[src/design/sad_pkg.sv]
package sad_pkg;
  // Register byte offsets, one aligned word each
  localparam logic [7:0] SAD_OFF_CTRL   = 8'h00;
  localparam logic [7:0] SAD_OFF_SRC_A  = 8'h04;
  localparam logic [7:0] SAD_OFF_SRC_B  = 8'h08;
  localparam logic [7:0] SAD_OFF_RESULT = 8'h0c;
  localparam logic [7:0] SAD_OFF_STATUS = 8'h10;
  // Control field positions
  localparam int SAD_CTRL_OP_LSB   = 0;
  localparam int SAD_CTRL_LANE_LSB = 4;
  localparam int SAD_CTRL_SIGNED   = 6;
  localparam int SAD_CTRL_GO       = 8;
  localparam int SAD_CTRL_BUSY     = 9;
  // Status field positions
  localparam int SAD_ST_CARRY   = 0;
  localparam int SAD_ST_OVF     = 1;
  localparam int SAD_ST_ZERO    = 2;
  localparam int SAD_ST_SEG_LSB = 4;
  // Operation codes
  localparam logic [3:0] SAD_OP_ADD   = 4'h0;
  localparam logic [3:0] SAD_OP_SUB   = 4'h1;
  localparam logic [3:0] SAD_OP_RMO   = 4'h2;
  localparam logic [3:0] SAD_OP_RMBC  = 4'h3;
  localparam logic [3:0] SAD_OP_LCHG  = 4'h4;
  localparam logic [3:0] SAD_OP_MASK  = 4'h5;
  localparam logic [3:0] SAD_OP_SMUL  = 4'h6;
  // Lane size codes for alu_lane_size
  localparam logic [1:0] SAD_LANE_WORD = 2'h0;
  localparam logic [1:0] SAD_LANE_HALF = 2'h1;
  localparam logic [1:0] SAD_LANE_BYTE = 2'h2;
  // Reset value, and the position reported when no bit qualifies
  localparam logic [31:0] SAD_RST_WORD = 32'h0000_0000;
  localparam logic [5:0]  SAD_NO_POS   = 6'h20;

  // Whole state of the block
  typedef struct packed {
    logic [3:0]  op;            // Selected operation
    logic [1:0]  lane;          // alu_lane_size
    logic        mul_signed;    // Second factor signed in split multiply
    logic [31:0] src_a;         // First operand
    logic [31:0] src_b;         // Second operand
    logic [31:0] result;        // Result register
    logic        carry;         // Full-word carry out
    logic        ovf;           // Overflow status
    logic        zero;          // Result is zero
    logic [3:0]  seg_flags;     // segment_flag_register
    logic        pending;       // Operation runs this cycle
    logic        wr_ph;         // Write data phase in progress
    logic [7:0]  wr_addr;       // Address of that write
    logic [31:0] rdata;         // Registered read data
  } sad_state_s;
endpackage : sad_pkg

[src/design/sad_top.sv]
// The AHB-Lite slave port and the placing of the registers were decided locally.
`timescale 1ns/1ps
// How it works
// [RL1] Lane boundaries block carry in multiple arithmetic
// [RL2] Each lane saves carry-out or zero
// [RL3] Byte lanes cut carry at 24, 16, 8
// [RL4] Halfword lanes cut carry at 16 only
// [RL5] Rightmost change gives lowest bit unlike bit0
// [RL6] Rightmost change flags overflow when all equal
// [RL7] Rightmost one gives lowest set bit position
// [RL8] Split multiply gives two 8x8 products
// [RL9] Split factors unsigned-unsigned or unsigned-signed
// [RL10] Software register write beats hardware update
// [RL11] Mask generator sets n low bits
// [RL12] Leftmost change gives highest bit unlike sign
// [RL13] Lane 0 holds lowest byte or halfword flag
module sad_top
  import sad_pkg::*;
(
  input  wire logic        hclk,       // Core clock, 100 MHz
  input  wire logic        hresetn,    // Asynchronous reset, active low
  input  wire logic        hsel,       // Slave select
  input  wire logic [31:0] haddr,      // Byte address
  input  wire logic [1:0]  htrans,     // Transfer type
  input  wire logic        hwrite,     // Write when high
  input  wire logic [2:0]  hsize,      // Transfer size
  input  wire logic        hready,     // Bus ready in
  input  wire logic [31:0] hwdata,     // Write data
  output logic      [31:0] hrdata,     // Read data
  output logic             hreadyout,  // Slave ready
  output logic             hresp       // Response, always OKAY
);

  sad_state_s s_reg;   // Registered state
  sad_state_s s_next;  // Next state

  // Lowest set bit, or SAD_NO_POS when none
  function automatic logic [5:0] low_one(input logic [31:0] x);
    logic [5:0] p;
    p = SAD_NO_POS;
    for (int i = 31; i >= 0; i--) begin
      if (x[i]) begin
        p = 6'(i);
      end
    end
    return p;
  endfunction : low_one

  // Highest set bit, or SAD_NO_POS when none
  function automatic logic [5:0] high_one(input logic [31:0] x);
    logic [5:0] p;
    p = SAD_NO_POS;
    for (int i = 0; i < 32; i++) begin
      if (x[i]) begin
        p = 6'(i);
      end
    end
    return p;
  endfunction : high_one

  // Operand routing for the adder
  logic        is_sub;      // Subtract selected
  logic [31:0] b_op;        // Second operand, inverted on subtract
  logic [3:0]  cut;         // Carry blocked above this byte lane
  logic [4:0]  lane_cin;    // Carry into each byte lane
  logic [8:0]  lane_sum [4];// Byte lane sums with carry out
  logic [31:0] sum_w;       // Adder result

  assign is_sub = (s_reg.op == SAD_OP_SUB);
  assign b_op   = is_sub ? ~s_reg.src_b : s_reg.src_b;
  // Byte mode cuts every boundary, halfword only the middle one
  assign cut[0] = (s_reg.lane == SAD_LANE_BYTE);                          // see [RL3]
  assign cut[1] = (s_reg.lane == SAD_LANE_BYTE) | (s_reg.lane == SAD_LANE_HALF); // see [RL4]
  assign cut[2] = (s_reg.lane == SAD_LANE_BYTE);                          // see [RL3]
  assign cut[3] = 1'b0;
  assign lane_cin[0] = is_sub;

  // One byte adder per lane; a cut lane restarts with the op's carry-in
  for (genvar g = 0; g < 4; g++) begin : g_lane
    assign lane_sum[g] = {1'b0, s_reg.src_a[8*g +: 8]} + {1'b0, b_op[8*g +: 8]}
                         + {8'h00, lane_cin[g]};
    assign lane_cin[g+1] = cut[g] ? is_sub : lane_sum[g][8]; // see [RL1]
    assign sum_w[8*g +: 8] = lane_sum[g][7:0];
  end

  // Bit detection sources
  logic [31:0] rmbc_src;   // Bits unlike bit 0
  logic [31:0] lchg_src;   // Bits unlike the sign bit
  logic [5:0]  rmo_pos;    // Rightmost one position
  logic [5:0]  rmbc_pos;   // Rightmost change position
  logic [5:0]  lchg_pos;   // leftmost_change_position
  logic [31:0] mask_w;     // Generated mask

  assign rmbc_src = s_reg.src_a ^ {32{s_reg.src_a[0]}};   // Bit 0 always clear
  assign lchg_src = {1'b0, s_reg.src_a[30:0] ^ {31{s_reg.src_a[31]}}};
  assign rmo_pos  = low_one(s_reg.src_a);                 // see [RL7]
  assign rmbc_pos = low_one(rmbc_src);                    // see [RL5]
  assign lchg_pos = high_one(lchg_src);                   // see [RL12]
  assign mask_w   = (32'h0000_0001 << s_reg.src_b[4:0]) - 32'h0000_0001; // see [RL11]

  // Split multiply, two independent 8x8 products
  logic [15:0] prod [2];   // Low and high lane products

  for (genvar m = 0; m < 2; m++) begin : g_mul
    logic signed [16:0] sp;  // Unsigned by signed product
    logic        [15:0] up;  // Unsigned by unsigned product
    // Factors widened first so no product bits are lost
    assign up = {8'h00, s_reg.src_a[8*m +: 8]} * {8'h00, s_reg.src_b[8*m +: 8]}; // see [RL8]
    assign sp = $signed({1'b0, s_reg.src_a[8*m +: 8]}) * $signed(s_reg.src_b[8*m +: 8]);
    // Signed form fits 16 bits: range is -32640 to 32385
    assign prod[m] = s_reg.mul_signed ? sp[15:0] : up;   // see [RL9]
  end

  // Hardware result and flags of the selected operation
  logic [31:0] hw_res;   // Result value
  logic        hw_carry; // Full-word carry
  logic        hw_ovf;   // Overflow
  logic [3:0]  hw_seg;   // Lane flags
  logic        split;    // Multiple arithmetic active

  assign split = (s_reg.lane == SAD_LANE_BYTE) | (s_reg.lane == SAD_LANE_HALF);

  // Operation mux
  always_comb begin
    hw_res   = SAD_RST_WORD;
    hw_carry = 1'b0;
    hw_ovf   = 1'b0;
    hw_seg   = 4'h0;   // Zero unless a lane carry applies, see [RL2]
    case (s_reg.op)
      SAD_OP_ADD, SAD_OP_SUB: begin
        hw_res   = sum_w;
        hw_carry = lane_cin[4];
        // Lane 0 is the lowest byte or halfword
        if (s_reg.lane == SAD_LANE_BYTE) begin
          hw_seg = {lane_sum[3][8], lane_sum[2][8], lane_sum[1][8], lane_sum[0][8]}; // see [RL13]
        end else if (s_reg.lane == SAD_LANE_HALF) begin
          hw_seg = {2'b00, lane_sum[3][8], lane_sum[1][8]};                      // see [RL13]
        end
      end
      SAD_OP_RMO: begin
        hw_res = {26'h0, rmo_pos};
      end
      SAD_OP_RMBC: begin
        hw_res = {26'h0, rmbc_pos};
        hw_ovf = (rmbc_src == SAD_RST_WORD);   // No change exists, see [RL6]
      end
      SAD_OP_LCHG: begin
        hw_res = {26'h0, lchg_pos};
        hw_ovf = (lchg_src == SAD_RST_WORD);
      end
      SAD_OP_MASK: begin
        hw_res = mask_w;
      end
      SAD_OP_SMUL: begin
        hw_res = {prod[1], prod[0]};
      end
      default: begin
        hw_res = SAD_RST_WORD;
      end
    endcase
  end

  // Bus decode
  logic        ap_valid;  // Address phase accepted this cycle
  logic        sw_wr;     // Write data phase this cycle
  logic        sw_res;    // Software write to result
  logic        sw_st;     // Software write to status

  assign ap_valid = hsel & htrans[1] & hready;
  assign sw_wr    = s_reg.wr_ph;
  assign sw_res   = sw_wr & (s_reg.wr_addr == SAD_OFF_RESULT);
  assign sw_st    = sw_wr & (s_reg.wr_addr == SAD_OFF_STATUS);

  // Next state: hardware update first, software write after so it wins
  always_comb begin
    s_next = s_reg;
    s_next.pending = 1'b0;
    // Hardware update one cycle after go
    if (s_reg.pending) begin
      s_next.result = hw_res;
      s_next.zero   = (hw_res == SAD_RST_WORD);
      s_next.carry  = hw_carry;
      s_next.ovf    = hw_ovf;
      if (split) begin
        s_next.seg_flags = hw_seg;   // Word mode keeps the lane flags
      end
    end
    // Software write in data phase
    if (sw_wr) begin
      if (s_reg.wr_addr == SAD_OFF_CTRL) begin
        s_next.op         = hwdata[SAD_CTRL_OP_LSB +: 4];
        s_next.lane       = hwdata[SAD_CTRL_LANE_LSB +: 2];
        s_next.mul_signed = hwdata[SAD_CTRL_SIGNED];
        s_next.pending    = hwdata[SAD_CTRL_GO];
      end else if (s_reg.wr_addr == SAD_OFF_SRC_A) begin
        s_next.src_a = hwdata;
      end else if (s_reg.wr_addr == SAD_OFF_SRC_B) begin
        s_next.src_b = hwdata;
      end else if (s_reg.wr_addr == SAD_OFF_RESULT) begin
        s_next.result = hwdata;   // see [RL10]
      end else if (s_reg.wr_addr == SAD_OFF_STATUS) begin
        s_next.carry = hwdata[SAD_ST_CARRY];   // see [RL10]
        s_next.ovf   = hwdata[SAD_ST_OVF];
        s_next.zero  = hwdata[SAD_ST_ZERO];
        s_next.seg_flags = hwdata[SAD_ST_SEG_LSB +: 4];
      end
    end
    // Latch address phase; only word transfers are expected
    s_next.wr_ph   = ap_valid & hwrite;
    s_next.wr_addr = haddr[7:0];
    // Read data taken from next values so a same-cycle update is seen
    if (ap_valid & ~hwrite) begin
      if (haddr[7:0] == SAD_OFF_CTRL) begin
        s_next.rdata = {22'h0, s_next.pending, 2'b00, s_next.mul_signed, s_next.lane,
                        s_next.op};
      end else if (haddr[7:0] == SAD_OFF_SRC_A) begin
        s_next.rdata = s_next.src_a;
      end else if (haddr[7:0] == SAD_OFF_SRC_B) begin
        s_next.rdata = s_next.src_b;
      end else if (haddr[7:0] == SAD_OFF_RESULT) begin
        s_next.rdata = s_next.result;
      end else if (haddr[7:0] == SAD_OFF_STATUS) begin
        s_next.rdata = {24'h0, s_next.seg_flags, 1'b0, s_next.zero, s_next.ovf, s_next.carry};
      end else begin
        s_next.rdata = SAD_RST_WORD;   // Unmapped reads as zero
      end
    end
  end

  // State register
  always_ff @(posedge hclk or negedge hresetn) begin
    if (!hresetn) begin
      s_reg <= '0;
    end else begin
      s_reg <= s_next;
    end
  end

  // Outputs; zero wait states, always OKAY
  assign hrdata    = s_reg.rdata;
  assign hreadyout = 1'b1;
  assign hresp     = 1'b0;
endmodule : sad_top

[config.mk]
export PLATFORM = sky130hd
export DESIGN_NAME = sad_top
export DESIGN_NICKNAME = d
export VERILOG_FILES = /design/src/design/sad_pkg.sv /design/src/design/sad_top.sv
export SDC_FILE = /design/constraint.sdc
export NUM_CORES = 1
export LEC_CHECK = 0
export BUFFER_PORTS_ARGS = -buffer_cell sky130_fd_sc_hd__buf_2
export CORE_UTILIZATION = 50
export DETAILED_ROUTE_END_ITERATION = 16
export PLACE_DENSITY = 0.7
export SYNTH_ARGS = -nofsm -noshare
export SYNTH_HDL_FRONTEND = slang
export SYNTH_SLANG_ARGS = --single-unit
[constraint.sdc]
create_clock -name hclk -period 13.8 [get_ports hclk]
set_clock_uncertainty 0.2 [all_clocks]
set_input_delay 1.38 -clock hclk [delete_from_list [all_inputs] [get_ports hclk]]
set_output_delay 1.38 -clock hclk [all_outputs]
set_load 0.02 [all_outputs]
==> impl_metrics.ini <==
[cts]
clkTransAtPathRegs_ns = 0.07
numCtsBuffers = 17
cts_root_buf = clkbuf_16
ctsHoldBuffers = 0
cts_buffer_depth = 2
cts_tree = done
clkSinkCount = 152
cts_setup_buffers = 0
htreeDepth = 4
cts_resized = 0
clk_latency_ns = 0.45

[detailed_routing]
wl_per_cell_um = 22.3
drt_pass1_iterations = 6
vias = 16701
vias_per_cell = 6.09
drc = 0
drtIter0Drc = 1500
finalWirelength_um = 61200
ant_nets = 0

[sta]
relSlewSlack_pct = 12.7
setup-tns-final_ns = 0
tightest_slew_ns = 1.31
fmax_ghz = 0.0870
period_needed_ns = 11.50
hold_violations = 0
maxSlewViolCount = 0
setup_violations = 0
fin_crit_sh_pct = 83.3
fin_ws_ns = 2.30
rsz0062_at_grt = no

[worst_setup_path]
rrSetupSlack_ns = 2.30
worst-endpoint-arrival_ns = 11.69
slowest_delay_ns = 0.69
cp-start-kind = flop
slowest_stage = nor4_1
cp-end-kind = flop
crit_fanout = 17
critPathMostFrequentCell = fa_1
crit_required_ns = 13.99
crit_type = reg2reg

[place]
dp_hpwl_um = 47400
io_buffers = 77
pre_cts_slack_ns = 2.53
placed_area_mm2 = 0.0195
gp_congestion = 0.985

[global_route]
grt_use_total_pct = 31.8
grt_max_degree = 82
gr-total-overflow = 0
grt_pass1_wl_um = 94000
antenna_found_initial = 1
grt_pass1_vias = 16448

[logic_synthesis]
syn_nets = 2648
postSynthCellCount = 2263
syn_area_mm2 = 0.0190
synth_cell_type_count = 85
seq_area_frac_synth_pct = 20.0
synth_edf_count = 0
synth-seq-cells = 152
syn_avg_cell_area_um2 = 8.40
yosysWarnings = 0
synthFlopType = dfrtp_1
synth-async-reset-ratio_pct = 100

[layout]
final_cell_mix = 263 x inv_1, 237 x nand2_1, 170 x ha_1
area_growth_pct = 6.03
drive_gt1_share_pct = 10.9
fin_area_mm2 = 0.0202
fillerInstances = 3482
fin_util_pct = 53.6
largest_register_ffs = 119
final_common_cell = inv_1
antenna_cells = 0
final_nets = 2602

[floorplan]
dieWidth_um = 197
die_area_mm2 = 0.0388
initial_core_util_pct = 50.6
num_io_pins = 108
fp.dieH_um = 197
num_rows = 71
core_area_mm2 = 0.0376

[power]
p_leak_nw = 10.1
peakVddDrop_uv = 101
power_mw = 1.08
powerDensity_mw_per_mm2 = 53.5

[run]
timing.max_cap.violations = 0

[min_path]
worstHoldPathType = reg2reg

[status]
outcome = finished, final reports clean
[cells in the mapped netlist, drive strengths merged, types with 51 or more instances]
master	n	area share [%]
fa	141	15
inv	263	5.2
a21oi	113	3.0
o21ai	129	3.4
nor2	111	2.2
and2	62	2.0
ha	170	11
dfrtp	152	20
buf	53	1.8
xor2	51	2.3
nand2	238	4.7
mux2	60	3.6
clkbuf	126	2.5
[cell families (layout without fill, tap and decap cells)]
kind of cell / count (synthesis) / in the layout / synth area share [%]
buffers and inverters: 442 / 409 / 9.47
AO/OA/AOI/OAI: 523 / 523 / 18.3
adder cells (fa/ha/maj): 311 / 311 / 26.0
flip-flops: 152 / 152 / 20.0
multiplexers: 80 / 80 / 4.74
other: 2 / 2 / 0.0395
XOR/XNOR: 94 / 94 / 4.33
AND/OR/NAND/NOR: 659 / 659 / 17.1
[layer usage]
layer	track usage (%)	up-vias	share of wire, %	wire [um]
met5	0	-	0.029	18
met4	12.9	2	3.9	2370
met3	4.33	146	7.1	4330
met2	52.3	682	47	28800
met1	42.3	8207	42	25700
li1	-	7664	-	-
[power by group]
group          internal [mW]  switching, mW  leakage [nW]
sequential             0.456         0.0118          1.86
combinational         0.0418         0.0830          7.94
clock                  0.294          0.191         0.283
[final cells by class]
class                           instances  area, um^2  area share [%]
Clock buffer                           22         464            2.30
Clock inverter                         10         143           0.708
Inverter                              263         987            4.90
Multi-Input combinational cell       1669       13400            66.7
Sequential cell                       152        3800            18.9
Tap cell                              511         639            3.17
Timing Repair Buffer                  114         669            3.32
[stage by stage]
stage,hold WS [ns],std cells
2_1_floorplan,0.250,2263
3_3_place_gp,0.259,2709
3_5_place_dp,0.267,2709
4_1_cts,0.280,2741
5_1_grt,0.303,2741
6_report,0.278,2741
[worst max-delay path: cells and delay by family, from the launching register on]
| kind | cells | cell delay [ns] |
|---|---|---|
| fa+ha+maj | 7 | 3.24 |
| flops | 1 | 0.56 |
| compound gates | 21 | 4.26 |
| mux | 1 | 0.16 |
| buf+inv | 1 | 0.36 |
| xor+xnor | 1 | 0.16 |
| simple gates | 9 | 2.47 |
[final timing paths]
| path | cells after the start | to | from |
|---|---|---|---|
| setup / recovery | 40 | hrdata[2]$_DFFE_PN0P_ | s_reg[151]$_DFF_PN0_ |
| hold reg to reg | 2 | hrdata[13]$_DFFE_PN0P_ | hrdata[13]$_DFFE_PN0P_ |
| hold / removal | 2 | hrdata[13]$_DFFE_PN0P_ | hrdata[13]$_DFFE_PN0P_ |
| setup reg to reg | 40 | hrdata[2]$_DFFE_PN0P_ | s_reg[151]$_DFF_PN0_ |
| min in group asynchronous | 1 | hrdata[3]$_DFFE_PN0P_ | hresetn |
| max in group asynchronous | 2 | s_reg[100]$_DFF_PN0_ | hresetn |
No activity file was read; power rests on OpenSTA's default activity.
